==> config.mk <==
export PLATFORM = sky130hd
export DESIGN_NAME = rcf_frame_parser
export DESIGN_NICKNAME = d
export VERILOG_FILES = /design/src/rcf_pkg.sv /design/src/rcf_frame_parser.sv /design/src/rcf_csum.sv /design/src/rcf_resp_tx.sv
export SDC_FILE = /design/constraint.sdc
export NUM_CORES = 1
export LEC_CHECK = 0
export ABC_CLOCK_PERIOD_IN_PS = 8580
export BUFFER_PORTS_ARGS = -buffer_cell sky130_fd_sc_hd__clkbuf_2
export CAP_MARGIN = 20
export CORE_MARGIN = 4
export CORE_UTILIZATION = 45
export CTS_BUF_LIST = sky130_fd_sc_hd__clkbuf_4 sky130_fd_sc_hd__clkbuf_8
export CTS_CLUSTER_DIAMETER = 30
export DETAILED_ROUTE_END_ITERATION = 10
export GPL_ROUTABILITY_DRIVEN = 0
export PLACE_DENSITY_LB_ADDON = 0.12
export RECOVER_POWER = 100
export SLEW_MARGIN = 20
export SYNTH_ARGS = -nofsm -noshare
export SYNTH_HDL_FRONTEND = slang
export SYNTH_SLANG_ARGS = --single-unit
export TNS_END_PERCENT = 1
==> constraint.sdc <==
create_clock -name sys_clk -period 8.58 [get_ports sys_clk]
set_input_delay 0.858 -clock sys_clk [delete_from_list [all_inputs] [get_ports sys_clk]]
set_output_delay 0.858 -clock sys_clk [all_outputs]
set_load 0.05 [all_outputs]
==> src/rcf_pkg.sv <==
// Purpose: constants shared by the command frame parser and its helpers
// Assumes: one byte-wide receive stream and one byte-wide response stream
// Notes:   framing bytes, field positions and timeout limits

package rcf_pkg;
   // -------------------------------------------------------------
   // framing bytes
   // -------------------------------------------------------------
   localparam logic [7:0]  FAST_START    = 8'h02;
   localparam logic [7:0]  FAST_TERM     = 8'h03;
   localparam logic [7:0]  LEG_START     = 8'hAA;
   localparam logic [7:0]  LEG_TERM      = 8'hFF;
   localparam logic [7:0]  CSUM_TARGET   = 8'hFF;
   // -------------------------------------------------------------
   // field positions within the body (after start and length)
   // -------------------------------------------------------------
   localparam logic [15:0] POS_ADDR      = 16'h0001;
   localparam logic [15:0] POS_XLEN      = 16'h0003;
   localparam logic [15:0] POS_TMO       = 16'h0005;
   localparam logic [15:0] POS_DATA      = 16'h0007;
   localparam logic [15:0] TMO_MIN       = 16'h0001;
   localparam logic [15:0] TMO_MAX       = 16'hFFFE;
   // -------------------------------------------------------------
   // error codes reported on frameErr; only a timeout error is also sent in a response
   // -------------------------------------------------------------
   localparam logic [7:0]  ERR_NONE      = 8'h00;
   localparam logic [7:0]  ERR_CSUM      = 8'h01;
   localparam logic [7:0]  ERR_FORMAT    = 8'h02;
   localparam logic [7:0]  ERR_TIMEOUT   = 8'h03;
   localparam logic        MODE_RESET    = 1'b0;
   localparam int          BUF_DEPTH     = 64;
   // -------------------------------------------------------------
   // types
   // -------------------------------------------------------------
   typedef enum logic [6:0] {
      ST_HUNT  = 7'b0000001,
      ST_START = 7'b0000010,
      ST_LENHI = 7'b0000100,
      ST_LENLO = 7'b0001000,
      ST_BODY  = 7'b0010000,
      ST_TAIL  = 7'b0100000,
      ST_WAIT  = 7'b1000000
   } rcf_state_t;
endpackage

==> src/rcf_frame_parser.sv <==
// Purpose: hunts, frames and checks host command packets, dispatches them
// Assumes: rx bytes come from logic on sys_clk; executor answers with cmdDone
// Notes:   compact variant is the default after reset
// How it works
// - two variants, compact one selected after reset.
// - legacy packets open with AA and close with FF FF.
// - compact packets open with 02 02 and close with 03.
// - legacy packets never carry or get a checksum check.
// - incoming bytes are buffered; start sequence hunted first.
// - after start, find terminator, check format, dispatch or error.
// - exactly one response for every accepted command.
// - response is start, echo, values, terminator of active variant.
// - compact packet: start, length, code, optional fields, terminator.
// - two-byte length counts code through payload only.
// - one command code byte follows the length field.
// - two-byte tag address where present.
// - two-byte transfer length where present.
// - two-byte timeout in ms, valid 0001 to FFFE.
// - payload is fill byte or bytes to write.
// - checksum byte before terminator only when checksum mode on.
// - checksum is FF minus sum from length to last parameter.

`timescale 1ns/100ps
module rcf_frame_parser #(
   parameter int DEPTH = rcf_pkg::BUF_DEPTH
) (
   input  wire logic        sys_clk,    // system clock
   input  wire logic        rst,        // async reset
   input  wire logic        legacyMode, // 1 selects legacy word variant
   input  wire logic        csumMode,   // compact checksum enable
   input  wire logic [7:0]  rxData,     // host byte
   input  wire logic        rxValid,    // host byte valid
   input  wire logic        cmdDone,    // executor finished
   input  wire logic [7:0]  cmdResult,  // executor result value
   input  wire logic        txReady,    // host takes response byte
   output logic             cmdValid,   // command dispatched pulse
   output logic      [7:0]  cmdCode,    // command code
   output logic      [15:0] cmdAddr,    // tag address
   output logic      [15:0] cmdXferLen, // transfer length
   output logic      [15:0] cmdTimeout, // timeout in ms
   output logic      [15:0] cmdPayLen,  // payload bytes in buffer
   output logic      [7:0]  frameErr,   // last error code
   output logic      [7:0]  txData,     // response byte
   output logic             txValid     // response byte valid
);
   import rcf_pkg::*;
   localparam int AW = $clog2(DEPTH);

   // -------------------------------------------------------------
   // state
   // -------------------------------------------------------------
   rcf_state_t  st_ff, nxt_st;
   logic        mode_ff, nxt_mode;
   logic [15:0] len_ff, nxt_len;
   logic [15:0] cnt_ff, nxt_cnt;
   logic [7:0]  code_ff, nxt_code;
   logic [15:0] addr_ff, nxt_addr;
   logic [15:0] xlen_ff, nxt_xlen;
   logic [15:0] tmo_ff, nxt_tmo;
   logic        tail_ff, nxt_tail;
   logic        cv_ff, nxt_cv;
   logic [7:0]  err_ff, nxt_err;
   logic [AW:0] wp_ff, nxt_wp;
   logic [7:0]  pay [DEPTH];
   logic        csClr, csAdd, respGo, respBusy, payWr;
   logic [7:0]  csSum, respVal;

   // -------------------------------------------------------------
   // helpers
   // -------------------------------------------------------------
   rcf_csum u_csum (
      .sys_clk (sys_clk),
      .rst     (rst),
      .clr     (csClr),
      .add     (csAdd),
      .din     (rxData),
      .sum     (csSum)
   );

   rcf_resp_tx u_tx (
      .sys_clk (sys_clk),
      .rst     (rst),
      .go      (respGo),
      .legacy  (mode_ff),
      .echo    (code_ff),
      .value   (respVal),
      .txReady (txReady),
      .busy    (respBusy),
      .txData  (txData),
      .txValid (txValid)
   );

   function automatic logic is_start(input logic leg, input logic [7:0] b);
      is_start = leg ? (b == LEG_START) : (b == FAST_START);
   endfunction

   // -------------------------------------------------------------
   // payload buffer
   // -------------------------------------------------------------
   always_ff @(posedge sys_clk) begin
      if (payWr) begin
         pay[wp_ff[AW-1:0]] <= rxData;
      end
   end

   // -------------------------------------------------------------
   // framing state machine
   // -------------------------------------------------------------
   always_comb begin
      nxt_st   = st_ff;
      nxt_mode = mode_ff;
      nxt_len  = len_ff;
      nxt_cnt  = cnt_ff;
      nxt_code = code_ff;
      nxt_addr = addr_ff;
      nxt_xlen = xlen_ff;
      nxt_tmo  = tmo_ff;
      nxt_tail = tail_ff;
      nxt_cv   = 1'b0;
      nxt_err  = err_ff;
      nxt_wp   = wp_ff;
      csClr    = 1'b0;
      csAdd    = 1'b0;
      respGo   = 1'b0;
      respVal  = cmdResult;
      payWr    = 1'b0;
      unique case (st_ff)
         ST_HUNT: begin
            nxt_mode = legacyMode;      // variant latched per packet
            csClr    = 1'b1;
            nxt_cnt  = 16'h0000;
            nxt_wp   = '0;
            if (rxValid && is_start(legacyMode, rxData)) begin
               // legacy has one start byte; compact needs a second
               nxt_st = legacyMode ? ST_BODY : ST_START;
               nxt_len = 16'hFFFF;
            end
         end
         ST_START: if (rxValid) begin
            nxt_st = (rxData == FAST_START) ? ST_LENHI : ST_HUNT;
         end
         ST_LENHI: if (rxValid) begin
            csAdd = 1'b1;
            nxt_len = {rxData, 8'h00};
            nxt_st = ST_LENLO;
         end
         ST_LENLO: if (rxValid) begin
            csAdd = 1'b1;
            nxt_len = {len_ff[15:8], rxData};
            nxt_st = ({len_ff[15:8], rxData} == 16'h0000) ? ST_HUNT : ST_BODY;
         end
         ST_BODY: if (rxValid) begin
            csAdd = 1'b1;
            nxt_cnt = cnt_ff + 16'h0001;
            // legacy: first FF after the code byte ends the body; checksum never used
            if (mode_ff && rxData == LEG_TERM && cnt_ff != 16'h0000) begin
               nxt_st = ST_TAIL;
               nxt_tail = 1'b0;
            end else begin
               // the first terminator byte is neither a field nor payload
               unique case (cnt_ff)
                  16'h0000: nxt_code = rxData;
                  POS_ADDR: nxt_addr[15:8] = rxData;
                  16'h0002: nxt_addr[7:0]  = rxData;
                  POS_XLEN: nxt_xlen[15:8] = rxData;
                  16'h0004: nxt_xlen[7:0]  = rxData;
                  POS_TMO:  nxt_tmo[15:8]  = rxData;
                  16'h0006: nxt_tmo[7:0]   = rxData;
                  default: begin
                     if (wp_ff < (AW+1)'(DEPTH)) begin
                        nxt_wp = wp_ff + 1'b1;
                        payWr  = 1'b1;
                     end
                  end
               endcase
            end
            if (!mode_ff && nxt_cnt == len_ff) begin
               nxt_st = ST_TAIL;
               nxt_tail = !csumMode;    // checksum byte expected first
            end
         end
         ST_TAIL: if (rxValid) begin
            if (mode_ff) begin
               // second FF completes a legacy frame
               nxt_st = (rxData == LEG_TERM) ? ST_WAIT : ST_HUNT;
            end else if (!tail_ff) begin
               csAdd = 1'b1;
               nxt_tail = 1'b1;
            end else begin
               nxt_st = (rxData == FAST_TERM) ? ST_WAIT : ST_HUNT;
            end
            if (nxt_st == ST_WAIT) begin
               // format check: checksum then timeout range
               if (!mode_ff && csumMode && csSum != CSUM_TARGET) begin
                  nxt_err = ERR_CSUM;
                  nxt_st  = ST_HUNT;    // discard and resume
               end else if (cnt_ff >= POS_DATA &&
                            (tmo_ff < TMO_MIN || tmo_ff > TMO_MAX)) begin
                  nxt_err = ERR_TIMEOUT;
                  respVal = ERR_TIMEOUT;
                  respGo  = !respBusy;  // error response echoes command
                  nxt_st  = ST_HUNT;
               end else begin
                  nxt_err = ERR_NONE;
                  nxt_cv  = 1'b1;       // dispatch
               end
            end else if (nxt_st == ST_HUNT && !mode_ff && tail_ff) begin
               nxt_err = ERR_FORMAT;
            end
         end
         ST_WAIT: begin
            if (cmdDone && !respBusy) begin
               respGo = 1'b1;           // one response per command
               nxt_st = ST_HUNT;
            end
         end
         default: nxt_st = ST_HUNT;
      endcase
   end

   always_ff @(posedge sys_clk or posedge rst) begin
      if (rst) begin
         st_ff   <= ST_HUNT;
         mode_ff <= MODE_RESET;         // compact by default
         len_ff  <= 16'h0000;
         cnt_ff  <= 16'h0000;
         code_ff <= 8'h00;
         addr_ff <= 16'h0000;
         xlen_ff <= 16'h0000;
         tmo_ff  <= 16'h0000;
         tail_ff <= 1'b0;
         cv_ff   <= 1'b0;
         err_ff  <= ERR_NONE;
         wp_ff   <= '0;
      end else begin
         st_ff   <= nxt_st;
         mode_ff <= nxt_mode;
         len_ff  <= nxt_len;
         cnt_ff  <= nxt_cnt;
         code_ff <= nxt_code;
         addr_ff <= nxt_addr;
         xlen_ff <= nxt_xlen;
         tmo_ff  <= nxt_tmo;
         tail_ff <= nxt_tail;
         cv_ff   <= nxt_cv;
         err_ff  <= nxt_err;
         wp_ff   <= nxt_wp;
      end
   end

   assign cmdValid   = cv_ff;
   assign cmdCode    = code_ff;
   assign cmdAddr    = addr_ff;
   assign cmdXferLen = xlen_ff;
   assign cmdTimeout = tmo_ff;
   assign cmdPayLen  = {{(15-AW){1'b0}}, wp_ff};
   assign frameErr   = err_ff;

   // -------------------------------------------------------------
   // checks
   // -------------------------------------------------------------
   AST_RESET_MODE: assert property (@(posedge sys_clk) $fell(rst) |-> !mode_ff)
      else $error("mode not compact after reset");
   AST_ONE_RESP: assert property (@(posedge sys_clk) disable iff (rst)
      cmdValid |-> !respGo [*1] ##1 (st_ff == ST_WAIT))
      else $error("dispatch left wait state early");
   AST_CSUM_BAD: assert property (@(posedge sys_clk) disable iff (rst)
      (st_ff == ST_TAIL && rxValid && !mode_ff && csumMode && tail_ff
       && rxData == FAST_TERM && csSum != CSUM_TARGET) |=> frameErr == ERR_CSUM)
      else $error("bad checksum not flagged");
   AST_LEG_NOCS: assert property (@(posedge sys_clk) disable iff (rst)
      (mode_ff && st_ff == ST_TAIL) |=> frameErr != ERR_CSUM || $stable(frameErr))
      else $error("checksum error in legacy variant");
   AST_HUNT_START: assert property (@(posedge sys_clk) disable iff (rst)
      (st_ff == ST_HUNT && rxValid && !is_start(legacyMode, rxData)) |=> st_ff == ST_HUNT)
      else $error("left hunt without start byte");
   AST_FAST_2ND: assert property (@(posedge sys_clk) disable iff (rst)
      (st_ff == ST_START && rxValid && rxData != FAST_START) |=> st_ff == ST_HUNT)
      else $error("single start byte accepted");
   AST_DISPATCH: assert property (@(posedge sys_clk) disable iff (rst)
      cmdValid |-> frameErr == ERR_NONE && st_ff == ST_WAIT)
      else $error("dispatch with error");
   AST_RESP_FRAME: assert property (@(posedge sys_clk) disable iff (rst)
      $rose(txValid) |-> txData == LEG_START || txData == FAST_START)
      else $error("response does not open with start byte");
   AST_PAY_STORE: assert property (@(posedge sys_clk) disable iff (rst)
      payWr |=> pay[$past(wp_ff[AW-1:0])] == $past(rxData))
      else $error("payload byte not stored");
   AST_LEG_NOPAY: assert property (@(posedge sys_clk) disable iff (rst)
      (st_ff == ST_BODY && rxValid && mode_ff && rxData == LEG_TERM && cnt_ff != 16'h0000)
      |=> st_ff == ST_TAIL && $stable(wp_ff))
      else $error("legacy terminator taken as payload");
   AST_TMO_RANGE: assert property (@(posedge sys_clk) disable iff (rst)
      (cmdValid && cnt_ff >= POS_DATA) |-> cmdTimeout >= TMO_MIN && cmdTimeout <= TMO_MAX)
      else $error("timeout out of range dispatched");
   AST_BAD_TERM: assert property (@(posedge sys_clk) disable iff (rst)
      (st_ff == ST_TAIL && rxValid && !mode_ff && tail_ff && rxData != FAST_TERM)
      |=> st_ff == ST_HUNT && frameErr == ERR_FORMAT)
      else $error("bad terminator not dropped");
   AST_RESP_VARIANT: assert property (@(posedge sys_clk) disable iff (rst)
      $rose(txValid) |-> txData == (mode_ff ? LEG_START : FAST_START))
      else $error("response start byte of wrong variant");
endmodule

==> src/rcf_csum.sv <==
// Purpose: running modulo-256 sum over the checked span of a packet
// Assumes: clear and add never both matter in one cycle; clear wins
// Notes:   sum goes to the parser, which compares it with the target

`timescale 1ns/100ps
module rcf_csum (
   input  wire logic       sys_clk,   // system clock
   input  wire logic       rst,       // async reset
   input  wire logic       clr,       // restart sum
   input  wire logic       add,       // add byte
   input  wire logic [7:0] din,       // byte to add
   output logic      [7:0] sum        // running sum
);
   import rcf_pkg::*;
   logic [7:0] sum_ff;
   logic [7:0] nxt_sum;

   always_comb begin
      nxt_sum = sum_ff;
      if (clr) begin
         nxt_sum = 8'h00;
      end else if (add) begin
         nxt_sum = sum_ff + din;
      end
   end

   always_ff @(posedge sys_clk or posedge rst) begin
      if (rst) begin
         sum_ff <= 8'h00;
      end else begin
         sum_ff <= nxt_sum;
      end
   end

   assign sum = sum_ff;
endmodule

==> src/rcf_resp_tx.sv <==
// Purpose: frames one host-bound response: start, echo, values, terminator
// Assumes: host accepts a byte when txReady is high
// Notes:   one result byte is sent as the response value

`timescale 1ns/100ps
module rcf_resp_tx (
   input  wire logic       sys_clk,   // system clock
   input  wire logic       rst,       // async reset
   input  wire logic       go,        // start a response
   input  wire logic       legacy,    // framing variant
   input  wire logic [7:0] echo,      // command code echo
   input  wire logic [7:0] value,     // result or error code
   input  wire logic       txReady,   // host takes byte
   output logic            busy,      // response in flight
   output logic      [7:0] txData,    // response byte
   output logic            txValid    // response byte valid
);
   import rcf_pkg::*;
   logic [2:0] idx_ff, nxt_idx;
   logic       busy_ff, nxt_busy;
   logic       leg_ff, nxt_leg;
   logic [7:0] echo_ff, nxt_echo, val_ff, nxt_val, dat_ff, nxt_dat;
   logic [2:0] last;

   always_comb begin
      nxt_idx  = idx_ff;
      nxt_busy = busy_ff;
      nxt_leg  = leg_ff;
      nxt_echo = echo_ff;
      nxt_val  = val_ff;
      last     = leg_ff ? 3'd4 : 3'd4;
      if (!busy_ff && go) begin
         nxt_busy = 1'b1;
         nxt_idx  = 3'd0;
         nxt_leg  = legacy;
         nxt_echo = echo;
         nxt_val  = value;
      end else if (busy_ff && txReady) begin
         if (idx_ff == last) begin
            nxt_busy = 1'b0;
         end
         nxt_idx = idx_ff + 3'd1;
      end
      // legacy: AA echo val FF FF ; compact: 02 02 echo val 03
      unique case (nxt_idx)
         3'd0:    nxt_dat = nxt_leg ? LEG_START : FAST_START;
         3'd1:    nxt_dat = nxt_leg ? nxt_echo : FAST_START;
         3'd2:    nxt_dat = nxt_leg ? nxt_val : nxt_echo;
         3'd3:    nxt_dat = nxt_leg ? LEG_TERM : nxt_val;
         3'd4:    nxt_dat = nxt_leg ? LEG_TERM : FAST_TERM;
         default: nxt_dat = 8'h00;
      endcase
   end

   always_ff @(posedge sys_clk or posedge rst) begin
      if (rst) begin
         idx_ff  <= 3'd0;
         busy_ff <= 1'b0;
         leg_ff  <= 1'b0;
         echo_ff <= 8'h00;
         val_ff  <= 8'h00;
         dat_ff  <= 8'h00;
      end else begin
         idx_ff  <= nxt_idx;
         busy_ff <= nxt_busy;
         leg_ff  <= nxt_leg;
         echo_ff <= nxt_echo;
         val_ff  <= nxt_val;
         dat_ff  <= nxt_dat;
      end
   end

   assign busy    = busy_ff;
   assign txValid = busy_ff;
   assign txData  = dat_ff;
endmodule

==> results of run 1 <==
state kept, by name (all words and copies together), names as in the netlist, 2 cells and up:
signal and cells:
cmdAddr 16, cmdTimeout 16, cmdXferLen 16, cnt_ff 16
len_ff 16, cmdCode 8, u_csum.sum 8, u_tx.echo_ff 8
u_tx.txData 8, u_tx.val_ff 8, st_ff 7, wp_ff 7
u_tx.idx_ff 3, frameErr 2
placed cells by master, fill, tap and decap left out, types with 17 or more instances in the layout:
| master | Yosys | routed |
|---|---|---|
| sky130_fd_sc_hd__a21oi_1 | 20 | 20 |
| sky130_fd_sc_hd__clkbuf_1 | 24 | 79 |
| sky130_fd_sc_hd__clkbuf_2 | 0 | 20 |
| sky130_fd_sc_hd__clkbuf_8 | 0 | 19 |
| sky130_fd_sc_hd__dfrtp_1 | 143 | 143 |
| sky130_fd_sc_hd__mux2_2 | 52 | 52 |
| sky130_fd_sc_hd__nand2_1 | 108 | 108 |
| sky130_fd_sc_hd__nand3_1 | 31 | 31 |
| sky130_fd_sc_hd__nor2_1 | 51 | 51 |
| sky130_fd_sc_hd__o21ai_0 | 87 | 90 |
| sky130_fd_sc_hd__xnor2_1 | 17 | 17 |
layout make-up:
cell class	count	area, um2	share of cell area [%]
tap	220	275.3	3.286
timing repair buffer	100	404.1	4.824
clock inverter	12	146.4	1.747
inverter	18	68.82	0.8214
clock buffer	20	269.0	3.211
multi-input combinational	567	3610	43.09
sequential	144	3605	43.03
routing by layer:
metal  GRT usage, %  up-vias  wire length [um]
li1               -     2881                 -
met1          27.92     2978              8722
met2          35.49      145              9631
met3          4.602       19               820
met4          5.543        0               223
met5              0        -                 0
path summary, 6_finish.rpt:
| path | from | cells past startpoint | slack [ns] | endpoint |
|---|---|---|---|---|
| hold reg to reg | cmdAddr[1]$_DFFE_PP0P_ | 2 | 0.49 | cmdAddr[1]$_DFFE_PP0P_ |
| min in group asynchronous | rst | 2 | 1.50 | cmdXferLen[9]$_DFFE_PP0P_ |
| setup / recovery | cnt_ff[0]$_DFFE_PP0P_ | 9 | 4.91 | tail_ff$_DFFE_PP0P_ |
| hold / removal | cmdAddr[1]$_DFFE_PP0P_ | 2 | 0.49 | cmdAddr[1]$_DFFE_PP0P_ |
| setup reg to reg | cnt_ff[0]$_DFFE_PP0P_ | 9 | 4.91 | tail_ff$_DFFE_PP0P_ |
| max in group asynchronous | rst | 3 | 5.09 | wp_ff[5]$_DFFE_PP0P_ |
worst max-delay path, cell delays in order (launching register included):
cell,delay [ns]
sky130_fd_sc_hd__dfrtp_1,0.53
sky130_fd_sc_hd__ha_1,0.41
sky130_fd_sc_hd__nand4_1,0.32
sky130_fd_sc_hd__nor4_1,0.93
sky130_fd_sc_hd__nand3_2,0.18
sky130_fd_sc_hd__or4b_1,0.55
sky130_fd_sc_hd__o21ai_2,0.09
sky130_fd_sc_hd__a41oi_1,0.18
sky130_fd_sc_hd__o21a_1,0.23
sky130_fd_sc_hd__nor3_2,0.17
power groups by stage:
stage / logic [W] / registers (W) / clock network [W]
CTS: 0.000759 / 0.000889 / 0.000581
detailed placement: 0.000756 / 0.000901 / 0
floorplan: 0.000485 / 0.000985 / 0
global placement: 0.000739 / 0.000897 / 0
finish: 0.000744 / 0.000890 / 0.000565
global route: 0.000825 / 0.000904 / 0.000609
metrics by stage:
step	worst slack [ns]	utilization (%)	hold WS, ns	std cells	area (um2)
after floorplan	3.857	-	0.4384	779	7599
final	4.909	50.70	0.4889	1081	8378
after detailed placement	4.889	49.10	0.4716	1049	8114
after global placement	4.961	49.10	0.4638	1049	8114
after CTS	5.298	51.62	0.4923	1081	8529
after global routing	4.445	50.70	0.5123	1081	8378
cells by family (layout without fill, tap and decap cells):
logic type                 after synthesis  in the layout
xor gates and xnor gates                33             33
and+or+nand+nor                        278            278
other                                    1             15
muxes                                   56             56
DFF                                    144            144
buffers and inverters                   68            150
AOI/OAI and AO/OA                      170            170
adders and majority gates               15             15
==> impl_metrics.csv, run 1 <==
group,metric,value,unit
global_routing,grt_start_max_net_pins,87,
clock_tree,worst_setup_hold_path_clk_slew,0.08,ns
yosys,post_synth_num_cell_types,75,
timing,min_period_over_period,42.78,%
power,total_leakage_power,3.721,nW
critical_path,critical_path_arrival,4.04,ns
yosys,dominant_combinational_cell_family_by_area_after_synthesis,"simple AND/OR/NAND/NOR gates",
clock_tree,clock_insertion_delay_worst_skew,0.46,ns
power,pwr-share-seq,40.5,%
global_routing,grt_antenna_before_repair,0,
clock_tree,cts_setup_buffers,0,
finish,final_layout_size_suffix_gt1_share,14.29,%
clock_tree,clock_sink_count,144,
yosys,post_synthesis_share_of_cell_area_spent_on_xor_and_xnor_gates,3.830,%
power,power_switching,0.0009088,W
critical_path,path_max_fanout,9,
global_routing,grt_first_pass_wirelength,31250,um
hold_path,hold_class,"flop to flop",
route,vias,6023,
die,floorplan.die_area,18900,um2
global_routing,global_route.usage.total,21.19,%
route,drcViolationCount,0,
place,port_buffers,97,
yosys,mappedNetlistArea,7546,um2
critical_path,crit_type,"flop to flop",
critical_path,end_kind,"flop",
timing,unrepaired_setup_endpoints_after_global_routing,"no",
yosys,synth-compound-area-share,14.09,%
place,place.detailed.hpwl,13700,um
clock_tree,cts.repair.resized,0,
route,routed_wire_length_per_instance,17.94,um
yosys,simple_gate_share_of_the_synthesized_area,18.84,%
power,power.share.switching,41.34,%
yosys,ys_async_rst_share,100.0,%
route,final_antenna_net_count,0,
finish,fin_nets,886,
timing,final_hold_viol_count,0,
global_routing,globalRoute.totalOverflow,0,
route,via_per_inst,5.572,
die,dieWidth,137.5,um
outcome,failing_checks,"max-capacitance violations, max-slew violations",
route,totalWireLength,19400,um
yosys,count_of_warnings_emitted_by_yosys,0,
yosys,most_used_dff_post_synth,"sky130_fd_sc_hd__dfrtp_1",
die,std_cell_rows,47,
yosys,synth_cells,765,
yosys,syn_area_per_cell,9.864,um2
clock_tree,cts_max_path_buffers,2,
clock_tree,cts.hold.buffers_added,0,
yosys,synth_edf_count,0,
timing,post_route_skew,0.01548,ns
yosys,synth.yosys.seq_area_share,47.77,%
critical_path,start_kind,"flop",
power,worst_vdd_drop,0.0002382,V
yosys,most_used_standard_cell_by_instance_count_after_synthesis,"sky130_fd_sc_hd__dfrtp_1",
yosys,synthDominantAreaCellType,"sky130_fd_sc_hd__dfrtp_1",
power,cell_internal_pwr,0.001290,W
finish,num-fill-cells,1606,
die,chip_height,137.5,um
run,maxCapViolations,3,
timing,timing_max_transition_violations_final,104,
die,core,16520,um2
route,drt_pre_antenna_iters,5,
timing,fin_tns_setup,0,ns
global_routing,number_of_global_route_vias_before_repair,6053,
finish,num_antenna_cells,0,
clock_tree,cts_root_buf,"sky130_fd_sc_hd__clkbuf_8",
clock_tree,htree_num_levels,4,
power,comb_power_share,33.8,%
timing,timing_worst_slew_pin_value,3.823,ns
timing,finalWorstPathRequiredPeriod,3.671,ns
yosys,yosys_register_bits,144,
yosys,yosys-mux-area-fraction,8.324,%
yosys,netlist_top_cells_count,"sky130_fd_sc_hd__dfrtp_1 (143), sky130_fd_sc_hd__nand2_1 (108), sky130_fd_sc_hd__o21ai_0 (87)",
yosys,cell_types_occupying_the_most_area_after_synthesis,"sky130_fd_sc_hd__dfrtp_1 (47%), sky130_fd_sc_hd__mux2_2 (7.8%), sky130_fd_sc_hd__o21ai_0 (5.8%)",
yosys,synth_largest_type_area_fraction,47.42,%
clock_tree,cts-buffers-inserted,17,
power,post-layout-total-power,0.002199,W
route,drt_iter0_markers,371,
timing,maximum_clock_rate,272.4,MHz
power,power.density_cell_area,262.4,nW/um2
die,num_io_pins,113,
die,initial_core_util,45.67,%
yosys,post_synthesis_share_of_cell_area_spent_on_full_adders_half_adders_and_majority_gates,2.587,%
timing,timing.slew.headroom,-156.2,%
clock_tree,tritoncts,"done",
finish,area.growth.synth_to_final,11.03,%
critical_path,required,8.95,ns
timing,setup-violations-final,0,
outcome,status,"finished, violations left",
power,p_clk_share,25.7,%
No activity file was read; power rests on OpenSTA's default activity.
==> run 2, diff against run 1 <==
Settings changed: ABC_CLOCK_PERIOD_IN_PS 8580 to 3300.
Clock period 8.58 ns to 3.3 ns, I/O delays scaled along.
==> run 2 against run 1 <==
The flow still finishes with violations (max-capacitance violations, max-slew violations). Register-to-register slack got worse by 4.6 ns. Sequential share of layout area decreased by 0.60 points. Global-route usage increased by 0.45 points. Combinational power increased to 2.7 times the previous value. Core utilization increased by 0.71 points. Die area unchanged. Non-clock buffer count increased by 19. Clock-buffer cell count decreased by 2. Via count increased by 3.3%. Critical endpoint unchanged. Largest power group unchanged.
==> impl_metrics.csv, run 2 (synthesis results as in run 1) <==
group,metric,value,unit
finish,num-fill-cells,1550,
die,chip_height,137.5,um
route,via_per_inst,5.668,
timing,timing_max_transition_violations_final,62,
route,drt_iter0_markers,479,
timing,setup-violations-final,0,
clock_tree,tritoncts,"done",
clock_tree,htree_num_levels,4,
clock_tree,clock_insertion_delay_worst_skew,0.45,ns
clock_tree,cts_setup_buffers,0,
global_routing,global_route.usage.total,21.64,%
timing,fin_tns_setup,0,ns
timing,finalWorstPathRequiredPeriod,3.014,ns
hold_path,hold_class,"input pin to flop",
finish,area.growth.synth_to_final,12.59,%
finish,mostFrequentLayoutCells,"sky130_fd_sc_hd__dfrtp_1 (143), sky130_fd_sc_hd__nand2_1 (108), sky130_fd_sc_hd__o21ai_0 (90)",
route,vias,6223,
route,drcViolationCount,0,
power,worst_vdd_drop,0.0005396,V
timing,post_route_skew,0.01532,ns
route,drt_pre_antenna_iters,6,
die,num_io_pins,113,
die,core,16520,um2
place,port_buffers,97,
global_routing,grt_antenna_before_repair,0,
route,final_antenna_net_count,0,
clock_tree,cts_root_buf,"sky130_fd_sc_hd__clkbuf_8",
route,totalWireLength,19820,um
route,routed_wire_length_per_instance,18.05,um
timing,timing.slew.headroom,-4.076,%
finish,num_antenna_cells,0,
die,dieWidth,137.5,um
place,placed_cells_incl_taps,1067,
timing,unrepaired_setup_endpoints_after_global_routing,"no",
power,post-layout-total-power,0.005662,W
outcome,status,"finished, violations left",
critical_path,required,3.66,ns
finish,final_layout_size_suffix_gt1_share,15.49,%
die,std_cell_rows,47,
global_routing,globalRoute.totalOverflow,0,
power,power.density_cell_area,666.5,nW/um2
timing,maximum_clock_rate,331.8,MHz
timing,min_period_over_period,91.32,%
timing,final_hold_viol_count,0,
clock_tree,cts_max_path_buffers,2,
clock_tree,cts.repair.resized,0,
place,place.detailed.hpwl,14360,um
critical_path,path_max_fanout,9,
run,maxCapViolations,2,
timing,timing_worst_slew_pin_value,1.561,ns
die,initial_core_util,45.67,%
die,floorplan.die_area,18900,um2
critical_path,crit_type,"flop to flop",
critical_path,critical_path_arrival,3.38,ns
finish,fin_nets,905,
clock_tree,cts-buffers-inserted,17,
global_routing,grt_start_max_net_pins,62,
clock_tree,clock_sink_count,144,
global_routing,grt_first_pass_wirelength,31900,um
critical_path,start_kind,"flop",
global_routing,number_of_global_route_vias_before_repair,6070,
critical_path,end_kind,"flop",
clock_tree,worst_setup_hold_path_clk_slew,0.08,ns
clock_tree,cts.hold.buffers_added,1,
outcome,failing_checks,"max-capacitance violations, max-slew violations",
power,total_leakage_power,3.807,nW
finish,most_common_cell_after_layout_fill_and_taps_aside,"sky130_fd_sc_hd__dfrtp_1",
finish,layoutNonFillerInstCount,1098,
[run 2: cell count changes in the layout (fill, tap and decap cells not counted), moves of 2 or more]
cell,change
sky130_fd_sc_hd__clkbuf_2,+4
sky130_fd_sc_hd__inv_6,-3
sky130_fd_sc_hd__buf_4,+9
sky130_fd_sc_hd__clkinv_4,+2
sky130_fd_sc_hd__nor4_1,-2
sky130_fd_sc_hd__clkbuf_1,+5
sky130_fd_sc_hd__clkbuf_8,-2
[run 2: report_power, final]
group	total [W]	internal [W]	switching, W
clock network	0.00137	0.000676	0.000694
logic	0.00199	0.000605	0.00139
registers	0.00230	0.00204	0.000264
[run 2: path summary, 6_finish.rpt]
| kind | cells after the start | end | slack, ns | from |
|---|---|---|---|---|
| max | 9 | tail_ff$_DFFE_PP0P_ | 0.29 | cnt_ff[0]$_DFFE_PP0P_ |
| min | 2 | u_tx.val_ff[6]$_DFF_PP0_ | 0.11 | cmdResult[6] |
| max reg2reg | 9 | tail_ff$_DFFE_PP0P_ | 0.29 | cnt_ff[0]$_DFFE_PP0P_ |
| min reg2reg | 2 | u_tx.echo_ff[7]$_DFF_PP0_ | 0.48 | u_tx.echo_ff[7]$_DFF_PP0_ |
| max in group asynchronous | 4 | cnt_ff[15]$_DFFE_PP0P_ | 0.65 | rst |
| min in group asynchronous | 3 | cmdXferLen[15]$_DFFE_PP0P_ | 0.61 | rst |
[run 2: final cells by class]
type,count,area (um2),area share (%)
clock inverters,12,138.9,1.635
well taps,220,275.3,3.240
inverters,18,68.82,0.8100
multi-input cells,567,3646,42.92
repair buffers,119,520.5,6.127
flip-flops and latches,144,3605,42.43
clock buffers,18,241.5,2.842
[run 2: worst max-delay path, stage by stage, from the launching register on]
cell	delay [ns]
sky130_fd_sc_hd__dfrtp_1	0.51
sky130_fd_sc_hd__ha_1	0.42
sky130_fd_sc_hd__nand4_4	0.19
sky130_fd_sc_hd__nor4_4	0.48
sky130_fd_sc_hd__nand3_2	0.14
sky130_fd_sc_hd__or4b_1	0.53
sky130_fd_sc_hd__o21ai_2	0.09
sky130_fd_sc_hd__a41oi_1	0.18
sky130_fd_sc_hd__o21a_1	0.22
sky130_fd_sc_hd__nor3_2	0.16
[run 2: per-stage QoR]
step	hold WS [ns]	cell area (um2)	util [%]	worst slack [ns]
after floorplan	0.4384	7602	-	0.6620
after global placement	0.4029	8273	50.06	0.4691
after detailed placement	0.4169	8273	50.06	0.3257
after CTS	0.07834	8663	52.43	0.3268
after global routing	0.08195	8496	51.41	0.1252
final	0.1064	8496	51.41	0.2864
[run 2: metal layers]
layer	part of all wire (%)	GRT usage (%)	vias up
met3	5.2	4.967	26
met2	50	35.95	176
li1	-	-	2927
met4	1.7	6.153	0
met5	0	0	-
met1	44	28.39	3094
